## src/fcedc_pkg.sv

```systemverilog
// Shared constants and types for the line coding endec core
package fcedc_pkg;
  // ****************************************
  // Widths
  // ****************************************
  localparam int unsigned WORD_W  = 32;
  localparam int unsigned EXT_W   = 8;
  localparam int unsigned ENC_W   = 40;
  localparam int unsigned CHUNK_W = 20;
  localparam int unsigned OS_N    = 15;
  // ****************************************
  // Line code tables, first running disparity
  // ****************************************
  localparam logic [5:0] TBL6 [0:31] = '{
    6'h27, 6'h1d, 6'h2d, 6'h31, 6'h35, 6'h29, 6'h19, 6'h38,
    6'h39, 6'h25, 6'h15, 6'h34, 6'h0d, 6'h2c, 6'h1c, 6'h17,
    6'h1b, 6'h23, 6'h13, 6'h32, 6'h0b, 6'h2a, 6'h1a, 6'h3a,
    6'h33, 6'h26, 6'h16, 6'h36, 6'h0e, 6'h2e, 6'h1e, 6'h2b};
  localparam logic [3:0] TBL4 [0:7] = '{
    4'hb, 4'h9, 4'h5, 4'hc, 4'hd, 4'ha, 4'h6, 4'he};
  localparam logic [5:0] K28_6B   = 6'h0f;
  localparam logic [4:0] K28_IDX  = 5'h1c;
  localparam logic [3:0] A7_4B    = 4'h7;
  localparam logic [3:0] X3_4B    = 4'hc;
  localparam logic [5:0] D7_6B    = 6'h38;
  localparam logic [6:0] COMMA_P  = 7'h1f;
  localparam logic [7:0] K28_5    = 8'hbc;
  localparam logic [7:0] K28_4    = 8'h9c;
  // ****************************************
  // Check word and ordered set lines
  // ****************************************
  localparam logic [31:0] CRC_POLY = 32'h04c11db7;
  localparam logic [31:0] CRC_INIT = 32'h00000000;
  localparam int OS_SOF = 0, OS_EOF = 1, OS_IDLE = 2, OS_RRDY = 3;
  localparam int OS_OLS = 4, OS_NOS = 5, OS_LR = 6, OS_LRR = 7;
  localparam int OS_ARB = 8, OS_OPN = 9, OS_CLS = 10, OS_MRK = 11;
  localparam int OS_LIP = 12, OS_LPE = 13, OS_LPB = 14;
  // ****************************************
  // Types
  // ****************************************
  typedef enum logic [2:0] {
    SY_LOS0 = 3'h0, SY_LOS1 = 3'h1, SY_LOS2 = 3'h2, SY_OK = 3'h3,
    SY_BAD1 = 3'h4, SY_BAD2 = 3'h5, SY_BAD3 = 3'h6
  } fcedc_sync_t;
  typedef struct packed {
    logic       rd;
    logic       inv;
    logic       rderr;
    logic       k;
    logic [7:0] b;
  } fcedc_chr_t;
  typedef struct packed {
    logic        rd;
    logic        inv;
    logic        rderr;
    logic        k;
    logic [31:0] w;
  } fcedc_dec_t;
  typedef struct packed {
    logic [31:0] w;
    logic        k;
  } fcedc_txw_t;
endpackage : fcedc_pkg

```

## src/fcedc_core.sv

```systemverilog
// Line coding endec core: transmit encode path and receive decode path
//
// Summary of operation
// - Without bypass, take a 32-bit word and encode it to 40 bits.
// - Special flag encodes the top byte as a K character.
// - Encoded word leaves in 20-bit pieces, 10-bit in narrow mode.
// - Check generator runs from SOF to any ordered set, then inserts.
// - With in-frame idle on, IDLE neither stops nor alters the check.
// - Bypass joins 8 raw bits and 32 data bits, no coding or check.
// - Provide a half-rate transmit clock from the full-rate system clock.
// - Reset synchronised separately into transmit and receive resets.
// - Clock stop input halts both half-rate clocks.
// - Each edge captures 20 bits, or 10 in narrow mode.
// - Receive half-rate clock is full rate divided by two.
// - Without bypass, decode to a 32-bit word, extension unused.
// - Special flag marks a K28 character in the top byte.
// - Checker starts after SOF; IDLE ignored when in-frame idle on.
// - Frame end pulses check done for one word: one half-rate cycle, two in narrow mode.
// - Check good with done only when the remainder is zero.
// - Receive bypass passes raw bits to word and extension outputs.
// - Reset enters loss of sync; index bus shows the state.
// - Three valid command characters in loss of sync give sync.
// - Four invalid words in a row while in sync lose sync.
// - Recognise 15 ordered set kinds, one line asserted each.
// - Flag invalid codes and running disparity errors per word.
// - Line order SOF EOF IDLE RRDY OLS NOS LR LRR ARB OPN CLS MRK ...
`timescale 1ns/1ps
`default_nettype none
module fcedc_core (
  // Clock and reset
  input  wire logic        sys_clk_i,
  input  wire logic        rst_i,
  input  wire logic        clk_stop_i,
  input  wire logic        narrow_iface_sel_i,
  // Transmit user side
  input  wire logic        tx_bypass_sel_i,
  input  wire logic [31:0] tx_word_in_i,
  input  wire logic [7:0]  tx_raw_ext_in_i,
  input  wire logic        tx_special_flag_i,
  input  wire logic        tx_check_gen_on_i,
  input  wire logic        tx_inframe_idle_on_i,
  output logic             tx_ready_o,
  output logic             tx_taken_o,
  output logic             tx_half_rate_clk_o,
  output logic             tx_path_reset_o,
  // Serializer side
  output logic [19:0]      ser_chunk_out_o,
  input  wire logic [19:0] des_chunk_in_i,
  // Receive user side
  input  wire logic        rx_bypass_sel_i,
  input  wire logic        rx_check_on_i,
  input  wire logic        rx_inframe_idle_on_i,
  output logic             rx_half_rate_clk_o,
  output logic             rx_path_reset_o,
  output logic             rx_word_valid_o,
  output logic [31:0]      rx_word_out_o,
  output logic [7:0]       rx_raw_ext_out_o,
  output logic             rx_special_flag_o,
  output logic             rx_check_done_o,
  output logic             rx_check_good_o,
  output logic             sync_lost_flag_o,
  output logic [2:0]       sync_state_index_o,
  output logic [14:0]      ordered_set_onehot_o,
  output logic             bad_code_flag_o,
  output logic             disparity_error_flag_o
);
  // ****************************************
  // Functions
  // ****************************************
  // Encode one byte at the given running disparity
  function automatic logic [10:0] enc_char(input logic [7:0] b,
                                           input logic k, input logic rd);
    logic [5:0] c6;
    logic [3:0] c4;
    logic       r;
    c6 = k ? fcedc_pkg::K28_6B : fcedc_pkg::TBL6[b[4:0]];
    if (rd && ($countones(c6) != 3 || c6 == fcedc_pkg::D7_6B)) c6 = ~c6;
    r = rd ^ ($countones(c6) != 3);
    c4 = fcedc_pkg::TBL4[b[7:5]];
    if (!k && b[7:5] == 3'h7 &&
        ((!r && (b[4:0] == 5'h11 || b[4:0] == 5'h12 || b[4:0] == 5'h14)) ||
         (r && (b[4:0] == 5'h0b || b[4:0] == 5'h0d || b[4:0] == 5'h0e))))
      c4 = fcedc_pkg::A7_4B;
    if (r && ($countones(c4) != 2 || c4 == fcedc_pkg::X3_4B)) c4 = ~c4;
    if (k && !r && $countones(c4) == 2 && c4 != fcedc_pkg::X3_4B) c4 = ~c4;
    return {r ^ ($countones(c4) != 2), c6, c4};
  endfunction : enc_char

  // Encode a word, top byte first in the top bits
  function automatic logic [40:0] enc_word(input logic [31:0] w,
                                           input logic k, input logic rd);
    logic [40:0] o;
    logic [10:0] c;
    o = '0;
    o[40] = rd;
    for (int i = 3; i >= 0; i--) begin
      c = enc_char(w[8*i +: 8], k && i == 3, o[40]);
      o[40] = c[10];
      o[10*i +: 10] = c[9:0];
    end
    return o;
  endfunction : enc_word

  // Decode one character with code and disparity checks
  function automatic fcedc_pkg::fcedc_chr_t dec_char(input logic [9:0] c,
                                                    input logic rd);
    fcedc_pkg::fcedc_chr_t o;
    logic [5:0] c6;
    logic [3:0] c4;
    logic       f6;
    logic       f4;
    logic       r;
    o = '0;
    c6 = c[9:4];
    c4 = c[3:0];
    f6 = 1'b0;
    f4 = 1'b0;
    o.k = c6 == fcedc_pkg::K28_6B || c6 == ~fcedc_pkg::K28_6B;
    for (int i = 0; i < 32; i++)
      if (c6 == fcedc_pkg::TBL6[i] || (c6 == ~fcedc_pkg::TBL6[i] &&
          ($countones(fcedc_pkg::TBL6[i]) != 3 || i == 7))) begin
        o.b[4:0] = 5'(i);
        f6 = 1'b1;
      end
    if (o.k) begin
      o.b[4:0] = fcedc_pkg::K28_IDX;
      f6 = 1'b1;
    end
    if (c6 == ~fcedc_pkg::K28_6B) c4 = ~c4;
    for (int j = 0; j < 8; j++)
      if (c4 == fcedc_pkg::TBL4[j] || (c4 == ~fcedc_pkg::TBL4[j] &&
          ($countones(fcedc_pkg::TBL4[j]) != 2 || j == 3))) begin
        o.b[7:5] = 3'(j);
        f4 = 1'b1;
      end
    if (c4 == fcedc_pkg::A7_4B || c4 == ~fcedc_pkg::A7_4B) begin
      o.b[7:5] = 3'h7;
      f4 = 1'b1;
    end
    o.inv = !(f6 && f4);
    o.rderr = (rd && $countones(c6) > 3) || (!rd && $countones(c6) < 3);
    r = ($countones(c6) == 3) ? rd : ($countones(c6) > 3);
    o.rderr = o.rderr || (r && $countones(c[3:0]) > 2) ||
              (!r && $countones(c[3:0]) < 2);
    o.rd = ($countones(c[3:0]) == 2) ? r : ($countones(c[3:0]) > 2);
    return o;
  endfunction : dec_char

  // Decode a 40-bit word, top character first
  function automatic fcedc_pkg::fcedc_dec_t dec_word(input logic [39:0] e,
                                                    input logic rd);
    fcedc_pkg::fcedc_dec_t o;
    fcedc_pkg::fcedc_chr_t c;
    o = '0;
    o.rd = rd;
    for (int i = 3; i >= 0; i--) begin
      c = dec_char(e[10*i +: 10], o.rd);
      o.rd = c.rd;
      o.inv = o.inv | c.inv;
      o.rderr = o.rderr | c.rderr;
      o.w[8*i +: 8] = c.b;
      if (i == 3) o.k = c.k;
    end
    return o;
  endfunction : dec_word

  // One-hot ordered set class of a word
  function automatic logic [14:0] os_class(input logic [31:0] w,
                                           input logic k, input logic idl);
    logic [7:0]  b1;
    logic [7:0]  b2;
    logic [23:0] t;
    logic [14:0] m;
    b1 = w[23:16];
    b2 = w[15:8];
    t = w[23:0];
    m = '0;
    if (k && w[31:24] == fcedc_pkg::K28_5) begin
      m[fcedc_pkg::OS_SOF] = b1 == 8'hb5 && b2 == w[7:0] &&
        (b2 == 8'h17 || b2 == 8'h57 || b2 == 8'h37 || b2 == 8'h55 ||
         b2 == 8'h35 || b2 == 8'h56 || b2 == 8'h36 || b2 == 8'h58);
      m[fcedc_pkg::OS_EOF] = (b1 == 8'h95 || b1 == 8'hb5 || b1 == 8'h8a ||
        b1 == 8'haa) && b2 == w[7:0] &&
        (b2 == 8'h75 || b2 == 8'h95 || b2 == 8'hf5 || b2 == 8'hd5);
      m[fcedc_pkg::OS_IDLE] = t == 24'h95b5b5 || (t == 24'hb5b5b5 && idl);
      m[fcedc_pkg::OS_RRDY] = t == 24'h954a4a;
      m[fcedc_pkg::OS_OLS] = t == 24'h358a55;
      m[fcedc_pkg::OS_NOS] = t == 24'h55bf45;
      m[fcedc_pkg::OS_LR] = t == 24'h49bf49;
      m[fcedc_pkg::OS_LRR] = t == 24'h35bf49;
      m[fcedc_pkg::OS_ARB] = b1 == 8'h4a;
      m[fcedc_pkg::OS_OPN] = b1 == 8'h91;
      m[fcedc_pkg::OS_CLS] = t == 24'h85b5b5;
      m[fcedc_pkg::OS_MRK] = b1 == 8'h5f;
      m[fcedc_pkg::OS_LIP] = b1 == 8'h15;
      m[fcedc_pkg::OS_LPE] = b1 == 8'h05;
      m[fcedc_pkg::OS_LPB] = b1 == 8'h09;
    end else if (k && w[31:24] == fcedc_pkg::K28_4 && t == 24'h4af0f0) begin
      m[fcedc_pkg::OS_ARB] = 1'b1;
    end
    return m;
  endfunction : os_class

  // Check word update over one word, top bit first
  function automatic logic [31:0] crc_upd(input logic [31:0] c,
                                          input logic [31:0] d);
    logic [31:0] r;
    r = c;
    for (int i = 31; i >= 0; i--)
      r = {r[30:0], 1'b0} ^ ((r[31] ^ d[i]) ? fcedc_pkg::CRC_POLY : '0);
    return r;
  endfunction : crc_upd

  // ****************************************
  // Resets and half-rate clocks
  // ****************************************
  logic tx_rs1_ff, tx_rst_ff, rx_rs1_ff, rx_rst_ff;
  logic tx_hclk_ff, rx_hclk_ff;

  // Separate two-stage reset synchronisers
  always_ff @(posedge sys_clk_i) begin
    tx_rs1_ff <= rst_i;
    tx_rst_ff <= tx_rs1_ff;
    rx_rs1_ff <= rst_i;
    rx_rst_ff <= rx_rs1_ff;
  end

  // Divide by two, frozen by clock stop
  always_ff @(posedge sys_clk_i) begin
    if (tx_rst_ff) tx_hclk_ff <= 1'b0;
    else if (!clk_stop_i) tx_hclk_ff <= ~tx_hclk_ff;
    if (rx_rst_ff) rx_hclk_ff <= 1'b0;
    else if (!clk_stop_i) rx_hclk_ff <= ~rx_hclk_ff;
  end

  // ****************************************
  // Transmit path
  // ****************************************
  logic [1:0]  tx_ph_ff;
  logic [39:0] tx_enc_ff;
  logic        tx_rd_ff, tx_pend_ff, tx_infr_ff, tx_rdy_ff, tx_tkn_ff;
  logic [31:0] tx_crc_ff;
  logic [19:0] ser_ff;
  fcedc_pkg::fcedc_txw_t tx_hold_ff;

  // Word slot, source selection and encoding
  wire [1:0]  tx_last  = narrow_iface_sel_i ? 2'h3 : 2'h1;
  wire        tx_end_s = tx_ph_ff == tx_last;
  wire        tx_take  = tx_end_s && !tx_pend_ff;
  wire        tx_raw   = tx_bypass_sel_i && !tx_pend_ff;
  wire        tx_gen   = tx_check_gen_on_i && !tx_bypass_sel_i;
  wire [14:0] tx_os    = os_class(tx_word_in_i, tx_special_flag_i,
                                  tx_inframe_idle_on_i);
  wire        tx_skip  = tx_os[fcedc_pkg::OS_IDLE] && tx_inframe_idle_on_i;
  wire        tx_ins   = tx_take && tx_gen && tx_infr_ff &&
                         (|tx_os) && !tx_skip;
  wire [31:0] tx_sel_w = tx_pend_ff ? tx_hold_ff.w :
                         tx_ins ? tx_crc_ff : tx_word_in_i;
  wire        tx_sel_k = tx_pend_ff ? tx_hold_ff.k :
                         !tx_ins && tx_special_flag_i;
  wire [40:0] tx_enc   = enc_word(tx_sel_w, tx_sel_k, tx_rd_ff);
  wire        nxt_pend = tx_end_s ? tx_ins : tx_pend_ff;
  wire [9:0]  tx_nchr  = tx_enc_ff[(3 - int'(tx_ph_ff)) * 10 +: 10];
  wire [19:0] nxt_ser  = narrow_iface_sel_i ? {10'h000, tx_nchr} :
                         tx_ph_ff[0] ? tx_enc_ff[19:0] : tx_enc_ff[39:20];

  // Slot counter, output word register and pieces
  always_ff @(posedge sys_clk_i) begin
    if (tx_rst_ff) begin
      tx_ph_ff   <= 2'h0;
      tx_enc_ff  <= '0;
      tx_rd_ff   <= 1'b0;
      tx_pend_ff <= 1'b0;
      tx_hold_ff <= '0;
      tx_rdy_ff  <= 1'b1;
      tx_tkn_ff  <= 1'b0;
      ser_ff     <= '0;
    end else begin
      tx_ph_ff  <= tx_end_s ? 2'h0 : tx_ph_ff + 2'h1;
      ser_ff    <= nxt_ser;
      tx_tkn_ff <= tx_take;
      tx_rdy_ff <= !nxt_pend;
      tx_pend_ff <= nxt_pend;
      if (tx_take) tx_hold_ff <= {tx_word_in_i, tx_special_flag_i};
      if (tx_end_s) begin
        tx_enc_ff <= tx_raw ? {tx_raw_ext_in_i, tx_word_in_i}
                            : tx_enc[39:0];
        if (!tx_raw) tx_rd_ff <= tx_enc[40];
      end
    end
  end

  // Check generator from start of frame to its end
  always_ff @(posedge sys_clk_i) begin
    if (tx_rst_ff || !tx_gen) begin
      tx_infr_ff <= 1'b0;
      tx_crc_ff  <= fcedc_pkg::CRC_INIT;
    end else if (tx_take) begin
      if (tx_ins) tx_infr_ff <= 1'b0;
      else if (tx_os[fcedc_pkg::OS_SOF]) begin
        tx_infr_ff <= 1'b1;
        tx_crc_ff  <= fcedc_pkg::CRC_INIT;
      end else if (tx_infr_ff && !(|tx_os))
        tx_crc_ff <= crc_upd(tx_crc_ff, tx_word_in_i);
    end
  end

  // ****************************************
  // Receive path
  // ****************************************
  logic [19:0] rx_in_ff;
  logic [39:0] rx_sr_ff;
  logic [1:0]  rx_ph_ff;
  logic        rx_full_ff, rx_rd_ff, rx_infr_ff;
  logic [31:0] rx_crc_ff;
  fcedc_pkg::fcedc_sync_t sy_ff, nxt_sy;

  // Comma alignment, word assembly and decode
  wire [1:0]  rx_last = narrow_iface_sel_i ? 2'h3 : 2'h1;
  wire [9:0]  rx_top  = narrow_iface_sel_i ? rx_in_ff[9:0] : rx_in_ff[19:10];
  wire        rx_cma  = !rx_bypass_sel_i && (rx_top[9:3] == fcedc_pkg::COMMA_P
                        || rx_top[9:3] == ~fcedc_pkg::COMMA_P);
  wire [1:0]  rx_pcur = rx_cma ? 2'h0 : rx_ph_ff;
  wire fcedc_pkg::fcedc_dec_t rx_dec = dec_word(rx_sr_ff, rx_rd_ff);
  wire [14:0] rx_os   = os_class(rx_dec.w, rx_dec.k, rx_inframe_idle_on_i);
  wire        rx_skip = rx_os[fcedc_pkg::OS_IDLE] && rx_inframe_idle_on_i;
  wire        rx_end  = rx_infr_ff && (|rx_os) && !rx_skip;
  wire        rx_bad  = rx_dec.inv || rx_dec.rderr;
  wire        rx_word = rx_full_ff && !rx_bypass_sel_i;

  // Input capture and shift into the word register
  always_ff @(posedge sys_clk_i) begin
    if (rx_rst_ff) begin
      rx_in_ff   <= '0;
      rx_sr_ff   <= '0;
      rx_ph_ff   <= 2'h0;
      rx_full_ff <= 1'b0;
    end else begin
      rx_in_ff   <= des_chunk_in_i;
      rx_sr_ff   <= narrow_iface_sel_i ? {rx_sr_ff[29:0], rx_in_ff[9:0]}
                                       : {rx_sr_ff[19:0], rx_in_ff};
      rx_ph_ff   <= (rx_pcur == rx_last) ? 2'h0 : rx_pcur + 2'h1;
      rx_full_ff <= rx_pcur == rx_last;
    end
  end

  // Word sync state machine
  always_comb begin
    nxt_sy = sy_ff;
    unique case (sy_ff)
      fcedc_pkg::SY_LOS0: if (rx_bad) nxt_sy = fcedc_pkg::SY_LOS0;
                          else if (rx_dec.k) nxt_sy = fcedc_pkg::SY_LOS1;
      fcedc_pkg::SY_LOS1: if (rx_bad) nxt_sy = fcedc_pkg::SY_LOS0;
                          else if (rx_dec.k) nxt_sy = fcedc_pkg::SY_LOS2;
      fcedc_pkg::SY_LOS2: if (rx_bad) nxt_sy = fcedc_pkg::SY_LOS0;
                          else if (rx_dec.k) nxt_sy = fcedc_pkg::SY_OK;
      fcedc_pkg::SY_OK:   if (rx_bad) nxt_sy = fcedc_pkg::SY_BAD1;
      fcedc_pkg::SY_BAD1: nxt_sy = rx_bad ? fcedc_pkg::SY_BAD2
                                          : fcedc_pkg::SY_OK;
      fcedc_pkg::SY_BAD2: nxt_sy = rx_bad ? fcedc_pkg::SY_BAD3
                                          : fcedc_pkg::SY_OK;
      fcedc_pkg::SY_BAD3: nxt_sy = rx_bad ? fcedc_pkg::SY_LOS0
                                          : fcedc_pkg::SY_OK;
      default:            nxt_sy = fcedc_pkg::SY_LOS0;
    endcase
  end

  // Output word, flags, check result and sync state
  always_ff @(posedge sys_clk_i) begin
    if (rx_rst_ff) begin
      sy_ff <= fcedc_pkg::SY_LOS0;
      sync_lost_flag_o <= 1'b1;
      rx_rd_ff <= 1'b0;
      rx_infr_ff <= 1'b0;
      rx_crc_ff <= fcedc_pkg::CRC_INIT;
      rx_word_valid_o <= 1'b0;
      rx_word_out_o <= '0;
      rx_raw_ext_out_o <= '0;
      rx_special_flag_o <= 1'b0;
      ordered_set_onehot_o <= '0;
      bad_code_flag_o <= 1'b0;
      disparity_error_flag_o <= 1'b0;
      rx_check_done_o <= 1'b0;
      rx_check_good_o <= 1'b0;
    end else begin
      rx_word_valid_o <= rx_full_ff;
      if (rx_full_ff && rx_bypass_sel_i) begin
        {rx_raw_ext_out_o, rx_word_out_o} <= rx_sr_ff;
        rx_special_flag_o <= 1'b0;
        ordered_set_onehot_o <= '0;
        bad_code_flag_o <= 1'b0;
        disparity_error_flag_o <= 1'b0;
        rx_check_done_o <= 1'b0;
        rx_check_good_o <= 1'b0;
        rx_infr_ff <= 1'b0;
      end else if (rx_word) begin
        sy_ff <= nxt_sy;
        sync_lost_flag_o <= nxt_sy < fcedc_pkg::SY_OK;
        rx_rd_ff <= rx_dec.rd;
        rx_word_out_o <= rx_dec.w;
        rx_raw_ext_out_o <= '0;
        rx_special_flag_o <= rx_dec.k;
        ordered_set_onehot_o <= rx_os;
        bad_code_flag_o <= rx_dec.inv;
        disparity_error_flag_o <= rx_dec.rderr;
        rx_check_done_o <= rx_check_on_i && rx_end;
        rx_check_good_o <= rx_check_on_i && rx_end &&
                           rx_crc_ff == '0;
        if (!rx_check_on_i || rx_end) rx_infr_ff <= 1'b0;
        else if (rx_os[fcedc_pkg::OS_SOF]) begin
          rx_infr_ff <= 1'b1;
          rx_crc_ff <= fcedc_pkg::CRC_INIT;
        end else if (rx_infr_ff && !(|rx_os))
          rx_crc_ff <= crc_upd(rx_crc_ff, rx_dec.w);
      end
    end
  end

  // ****************************************
  // Outputs
  // ****************************************
  assign tx_ready_o         = tx_rdy_ff;
  assign tx_taken_o         = tx_tkn_ff;
  assign tx_half_rate_clk_o = tx_hclk_ff;
  assign tx_path_reset_o    = tx_rst_ff;
  assign ser_chunk_out_o    = ser_ff;
  assign rx_half_rate_clk_o = rx_hclk_ff;
  assign rx_path_reset_o    = rx_rst_ff;
  assign sync_state_index_o = sy_ff;
endmodule : fcedc_core
`default_nettype wire

```

## config.mk

```make
export PLATFORM = sky130hd
export DESIGN_NAME = fcedc_core
export DESIGN_NICKNAME = d
export VERILOG_FILES = /design/src/fcedc_pkg.sv /design/src/fcedc_core.sv
export SDC_FILE = /design/constraint.sdc
export NUM_CORES = 1
export LEC_CHECK = 0
export BUFFER_PORTS_ARGS = -buffer_cell sky130_fd_sc_hd__buf_2
export CAP_MARGIN = 20
export CORE_MARGIN = 10
export CORE_UTILIZATION = 25
export CTS_BUF_LIST = sky130_fd_sc_hd__clkbuf_8 sky130_fd_sc_hd__clkbuf_16
export CTS_CLUSTER_DIAMETER = 60
export CTS_CLUSTER_SIZE = 25
export DETAILED_ROUTE_END_ITERATION = 10
export GPL_ROUTABILITY_DRIVEN = 0
export GPL_TIMING_DRIVEN = 1
export SETUP_SLACK_MARGIN = 0.1
export SYNTH_ARGS = -nofsm -noshare
export SYNTH_HDL_FRONTEND = slang
export SYNTH_SLANG_ARGS = --single-unit
```

## constraint.sdc

```tcl
create_clock -name sys_clk_i -period 60.2 [get_ports sys_clk_i]
set_input_delay 15.05 -clock sys_clk_i [delete_from_list [all_inputs] [get_ports sys_clk_i]]
set_output_delay 15.05 -clock sys_clk_i [all_outputs]
set_load 0.01 [all_outputs]
```

==> results of run 1 <==
-- cell type report --
| type | instances | share of cell area [%] |
|---|---|---|
| Tap cell | 1500 | 5.92 |
| Antenna cell | 3 | 0.0237 |
| Inverter | 137 | 1.62 |
| Sequential cell | 298 | 18.8 |
| Clock buffer | 27 | 2.06 |
| Multi-Input combinational cell | 2876 | 66.6 |
| Clock inverter | 17 | 0.947 |
| Timing Repair Buffer | 222 | 4.01 |
-- cell usage after synthesis (13+ instances only) --
cell type | count | area, µm²
nor4_1 | 30 | 188
nand2b_1 | 66 | 413
a211oi_1 | 38 | 285
o21ai_0 | 139 | 696
nand3b_1 | 33 | 248
a311oi_1 | 17 | 149
and2_1 | 23 | 144
ha_1 | 106 | 1330
clkbuf_1 | 188 | 706
inv_1 | 133 | 499
or2_2 | 15 | 93.8
xnor3_1 | 16 | 360
o211ai_1 | 38 | 285
a22oi_1 | 71 | 533
fa_1 | 36 | 721
a21o_1 | 18 | 135
dfxtp_1 | 298 | 5970
a21oi_1 | 183 | 916
o2bb2ai_1 | 30 | 263
nor3_1 | 70 | 350
nor3b_1 | 21 | 158
a221oi_1 | 18 | 158
buf_2 | 16 | 80.1
nand2_1 | 310 | 1160
a32oi_1 | 13 | 114
nor2b_1 | 73 | 457
a31oi_1 | 36 | 225
buf_1 | 19 | 71.3
nand3_1 | 57 | 285
xnor2_2 | 14 | 228
mux2i_1 | 118 | 1180
o31ai_1 | 20 | 150
xor2_1 | 112 | 981
xnor2_1 | 432 | 3780
a211o_1 | 14 | 123
nor2_1 | 308 | 1160
nand4_1 | 26 | 163
o22ai_1 | 43 | 269
and3_1 | 24 | 150
-- worst max-delay path, delay by kind of cell --
family / cells / cell delay [ns]
adder cells (fa/ha/maj): 37 / 11.13
AO/OA/AOI/OAI: 25 / 7.85
AND/OR/NAND/NOR: 31 / 5.40
XOR/XNOR: 13 / 3.03
buffers and inverters: 21 / 2.44
-- final timing paths --
| path | slack [ns] | endpoint |
|---|---|---|
| hold reg to reg | 0.33 | rx_path_reset_o |
| hold / removal | 0.33 | rx_path_reset_o |
| setup / recovery | 15.72 | tx_rd_ff |
| setup reg to reg | 29.79 | tx_rd_ff |
-- flip-flops by register name, summed over array words and instances (netlist names), 2 cells and up --
signal	cells
rx_sr_ff	40
tx_enc_ff	40
tx_hold_ff	33
rx_crc_ff	32
rx_word_out_o	32
tx_crc_ff	32
rx_in_ff	20
ser_chunk_out_o	20
ordered_set_onehot_o	15
rx_raw_ext_out_o	8
sync_state_index_o	3
rx_ph_ff	2
tx_ph_ff	2
-- per-stage QoR --
step | cells | worst slack [ns] | cell area (µm²) | util, % | hold slack [ns]
floorplan | 3539 | 18.49 | 28500 | - | 0.310
global placement | 5028 | 16.03 | 30700 | 27.2 | 0.313
detailed placement | 5028 | 15.22 | 30700 | 27.2 | 0.314
CTS | 5072 | 15.67 | 31600 | 28.1 | 0.331
global route | 5078 | 13.35 | 31700 | 28.1 | 0.333
finish | 5080 | 15.72 | 31700 | 28.1 | 0.331
-- per-layer routing --
metal | track usage, % | share of wire [%] | up-vias
met5 | 0 | 0.036 | -
met4 | 4.38 | 3.4 | 6
met3 | 3.87 | 10 | 168
met2 | 23.0 | 43 | 1233
met1 | 20.9 | 43 | 12800
li1 | - | - | 12600
-- cell families after synthesis --
| kind of cell | Yosys count | share of synthesized area (%) |
|---|---|---|
| DFF | 298 | 21.0 |
| buffers and inverters | 365 | 4.94 |
| AOI/OAI and AO/OA | 849 | 20.4 |
| and+or+nand+nor | 1145 | 20.2 |
| muxes | 132 | 4.79 |
| xor gates and xnor gates | 608 | 21.5 |
| adders and majority gates | 142 | 7.19 |
==> out/results.tsv, run 1 <==
metric	value	unit
IO Pins	162	
reg2reg path depth	126	
Syn Inst Count	3539	
Filler cells	12100	
CP startpoint	narrow_iface_sel_i	
detailed-router iteration count before antenna repair	7	
nets	3773	
Syn-to-layout area delta	11.4	%
Async SR Flop Fraction	0	%
H-tree depth	1	
Slowest cell on crit path	o21ai_0	
crit path DAT	44.99	ns
clk_lat worst skew	0.60	ns
most frequent cells in the layout	xnor2_1, nand2_1, nor2_1	
vias	26800	
CTS Buffer Depth	3	
syn_area_per_cell	8.04	µm²
CP most frequent cell	ha_1	
initial antenna violation count	10	
Post-CTS Setup Inserts	0	
Post-CTS Resized	0	
cts-stage hold buffer count	0	
hold path start	rx_rs1_ff	
max-slew violations	0	
Worst-path clk slew	0.09	ns
Chip Height	357	µm
die area	0.128	mm²
Crit path largest cell delay	0.69	ns
Worst-Margin Slew	1.09	ns
area of the multi-input gates	0.0211	mm²
Final TNS setup	0	ns
initial DRC count	3187	
Antenna Violating Nets Remaining	0	
Buffers on Ports	161	
Seq/Total Area, Yosys	21.0	%
EDFF count, synth	0	
worst hold stages	0	
worst-path fanout max	36	
critical path launch point type	input pin	
Max Fclk	0.0225	GHz
width of the die	357	µm
Overflow after GRT	0	
share of cells above drive strength 1	10.5	%
DP Wirelength	79.6	mm
clock skew	0.0215	ns
slew margin rel.	26.7	%
Unique masters post-synth	105	
Storage cell area	0.00597	mm²
CTS root buffer	clkbuf_16	
synthesis-stage register bit count	298	
total wire length	103	mm
Via density	5.27	
TritonCTS buffer count	25	
Mapped Area	0.0285	mm²
first-pass GRT wire length	154	mm
minimum clock period	44.48	ns
setup violators final	0	
final cycle utilization of the critical path	73.9	%
CP endpoint kind	flop	
critical path class	in -> reg	
CTS sink count	298	
commonest non-fill, non-tap cell in the layout	xnor2_1	
Starting Density	25.2	%
vias in the first global route	24500	
Ys Warns	0	
RSZ-0062 raised after global routing	no	
status	completed	
CTS tree	yes	
core area	0.113	mm²
largest net degree at the start of global routing	89	
Required @ worst endpoint	60.71	ns
routed length per instance	20.2	µm
reg-to-reg startpoint	tx_ph_ff[1]	
Overall Global Routing Usage	15.2	%
class of the worst hold path	reg -> reg	
Syn Nets	3752	
Row Count	123	
max-cap viol count	0	
Synth Flop Type	dfxtp_1	
endpoints failing hold	0	
drc violations	0	
Power of run 1 is left out: the tool's default activity adds up to more than one toggle a clock period on the data nets, which glitch-free logic cannot reach.
==> run 2: changes to the inputs <==
--- a/config.mk
+++ b/config.mk
@@ -5,6 +5,7 @@
 export SDC_FILE = /design/constraint.sdc
 export NUM_CORES = 1
 export LEC_CHECK = 0
+export ABC_AREA = 1
 export BUFFER_PORTS_ARGS = -buffer_cell sky130_fd_sc_hd__buf_2
 export CAP_MARGIN = 20
 export CORE_MARGIN = 10
==> constraint.sdc (replaced) <==
create_clock -name sys_clk_i -period 40.1 [get_ports sys_clk_i]
set_input_delay 10.025 -clock sys_clk_i [delete_from_list [all_inputs] [get_ports sys_clk_i]]
set_output_delay 10.025 -clock sys_clk_i [all_outputs]
set_load 0.01 [all_outputs]
==> run 2 against run 1 <==
Effect of this change:
- final cell count up 26%
- non-clock buffer count fell by 37
- critical path depth is 12 higher
- die area up 3.4%
- critical endpoint unchanged
- register-to-register slack got worse by 18 ns
- critical path type unchanged
- global-route usage grew 1.3 points
- sequential cell count did not move
==> out/results.tsv, run 2 <==
metric	value	unit	change
Mapped Area	0.0295	mm²	was 0.0285 mm²
TritonCTS buffer count	45		was 25
Starting Density	25.3	%	was 25.2%
initial antenna violation count	12		was 10
total wire length	113	mm	was 103 mm
r2r setup slk	11.86	ns	was 29.79 ns
RSZ-0062 raised after global routing	no		unchanged
Post-CTS Setup Inserts	0		unchanged
Storage cell area	0.00597	mm²	about the same
Unique masters post-synth	74		was 105
Syn Inst Count	4740		was 3,539
Overall Global Routing Usage	16.5	%	was 15.2%
drc violations	0		unchanged
Synth Flop Type	dfxtp_1		unchanged
detailed-router iteration count before antenna repair	6		was 7
synthesis-stage register bit count	298		unchanged
width of the die	363	µm	was 357 µm
commonest cells in the synthesized netlist	nand2_1, inv_1, nor2_1, nand3_1, dfxtp_1		was xnor2_1, nand2_1, nor2_1, dfxtp_1, clkbuf_1
crit path DAT	38.20	ns	was 44.99 ns
endpoints failing hold	0		unchanged
IO Pins	162		unchanged
EDFF count, synth	0		unchanged
Filler cells	13000		was 12,100
clk_lat worst skew	0.64	ns	was 0.60 ns
Worst-Margin Slew	1.17	ns	was 1.09 ns
CP endpoint kind	flop		unchanged
CTS root buffer	clkbuf_16		unchanged
core area	0.117	mm²	was 0.113 mm²
max-slew violations	0		unchanged
slew margin rel.	21.7	%	was 26.7%
Crit path largest cell delay	0.55	ns	was 0.69 ns
most frequent cells in the layout	nand2_1, inv_1, nor2_1		was xnor2_1, nand2_1, nor2_1
Syn-to-layout area delta	13.9	%	was 11.4%
cell taking the most area after synthesis	dfxtp_1		unchanged
CP most frequent cell	inv_1		was ha_1
CTS Buffer Depth	3		unchanged
setup violators final	0		unchanged
Synth top area share	20.2	%	was 21.0%
Via density	4.94		was 5.27
biggest registers after layout	rx_sr_ff x40, tx_enc_ff x40, tx_hold_ff x33		unchanged
CTS sink count	298		unchanged
Row Count	125		was 123
Worst-path clk slew	0.08	ns	was 0.09 ns
clock skew	0.0591	ns	was 0.0215 ns
vias	31700		was 26,800
Max Fclk	0.0266	GHz	
syn_area_per_cell	6.22	µm²	was 8.04 µm²
Antenna Violating Nets Remaining	0		unchanged
Final TNS setup	0	ns	unchanged
worst-path fanout max	70		was 36
initial DRC count	3465		was 3,187
Slowest cell on crit path	fa_1		was o21ai_0
cts-stage hold buffer count	0		unchanged
commonest non-fill, non-tap cell in the layout	nand2_1		was xnor2_1
CTS tree	yes		unchanged
max-cap viol count	0		unchanged
class of the worst hold path	reg -> reg		unchanged
final cycle utilization of the critical path	93.8	%	
die area	0.132	mm²	was 0.128 mm²
Async SR Flop Fraction	0	%	unchanged
area of the multi-input gates	0.0207	mm²	was 0.0211 mm²
routed length per instance	17.7	µm	was 20.2 µm
largest net degree at the start of global routing	85		was 89
Area contributors post-synth	dfxtp_1, nand2_1, xor2_1, inv_1, nand3_1		was dfxtp_1, xnor2_1, ha_1, mux2i_1, nand2_1
nets	5069		was 3,773
minimum clock period	37.61	ns	
critical path launch point type	input pin		unchanged
Seq/Total Area, Yosys	20.2	%	was 21.0%
first-pass GRT wire length	172	mm	was 154 mm
H-tree depth	2		was 1
DP Wirelength	90.6	mm	was 79.6 mm
Required @ worst endpoint	40.69	ns	was 60.71 ns
vias in the first global route	29200		was 24,500
Post-CTS Resized	0		unchanged
share of cells above drive strength 1	9.03	%	was 10.5%
Ys Warns	0		unchanged
critical path class	in -> reg		unchanged
Syn Nets	4953		was 3,752
Overflow after GRT	0		unchanged
top-count cell post-synth	nand2_1		was xnor2_1
Chip Height	363	µm	was 357 µm
Buffers on Ports	161		unchanged
status	completed		unchanged
==> run 2: routing by layer <==
layer / up-vias / GRT usage, % / wire length (µm)
met5: - / 0 / 83
met4: 12 / 5.85 / 4300
met3: 217 / 2.73 / 10600
met2: 1487 / 25.2 / 47600
met1: 14500 / 23.0 / 50700
li1: 15500 / - / -
==> run 2: cell families (layout without fill, tap and decap cells) <==
logic type	after synthesis	after routing	synth area share (%)
adders and majority gates	142	142	6.95
xor gates and xnor gates	458	458	15.0
buffers and inverters	751	904	9.78
AOI/OAI and AO/OA	713	713	13.9
other	0	3	0
DFF	298	298	20.2
and+or+nand+nor	2378	2378	34.1
==> run 2: stage by stage <==
step | cells | instance area, µm² | hold WS, ns | worst slack, ns | util [%]
after detailed placement | 6333 | 31900 | 0.314 | 1.59 | 27.3
after global placement | 6333 | 31900 | 0.310 | 2.20 | 27.3
after floorplan | 4740 | 29500 | 0.310 | 5.44 | -
after global routing | 6419 | 33600 | 0.339 | 0.197 | 28.8
final | 6420 | 33600 | 0.323 | 2.49 | 28.8
after CTS | 6417 | 33500 | 0.324 | 2.18 | 28.7
==> run 2: layout make-up <==
cell class / instances / share of cell area, %
antenna: 3 / 0.0224
inverter: 635 / 7.12
timing repair buffer: 185 / 2.95
multi-input combinational: 3691 / 61.5
tap: 1524 / 5.68
clock buffer: 46 / 3.40
clock inverter: 38 / 1.53
sequential: 298 / 17.8
==> run 2: critical path: cells and delay by family <==
kind                     cells  cell delay (ns)
adder cells (fa/ha/maj)     38            11.39
buffers and inverters       31             3.18
XOR/XNOR                    11             3.28
AND/OR/NAND/NOR             46             7.66
AO/OA/AOI/OAI               13             2.50
==> run 2: worst paths after layout <==
kind,startpoint,to,cells after the start
setup reg to reg,tx_ph_ff[1],tx_rd_ff,136
hold reg to reg,rx_rs1_ff,rx_path_reset_o,0
setup / recovery,narrow_iface_sel_i,tx_rd_ff,139
hold / removal,rx_rs1_ff,rx_path_reset_o,0
Power of run 2 is left out for the same reason.
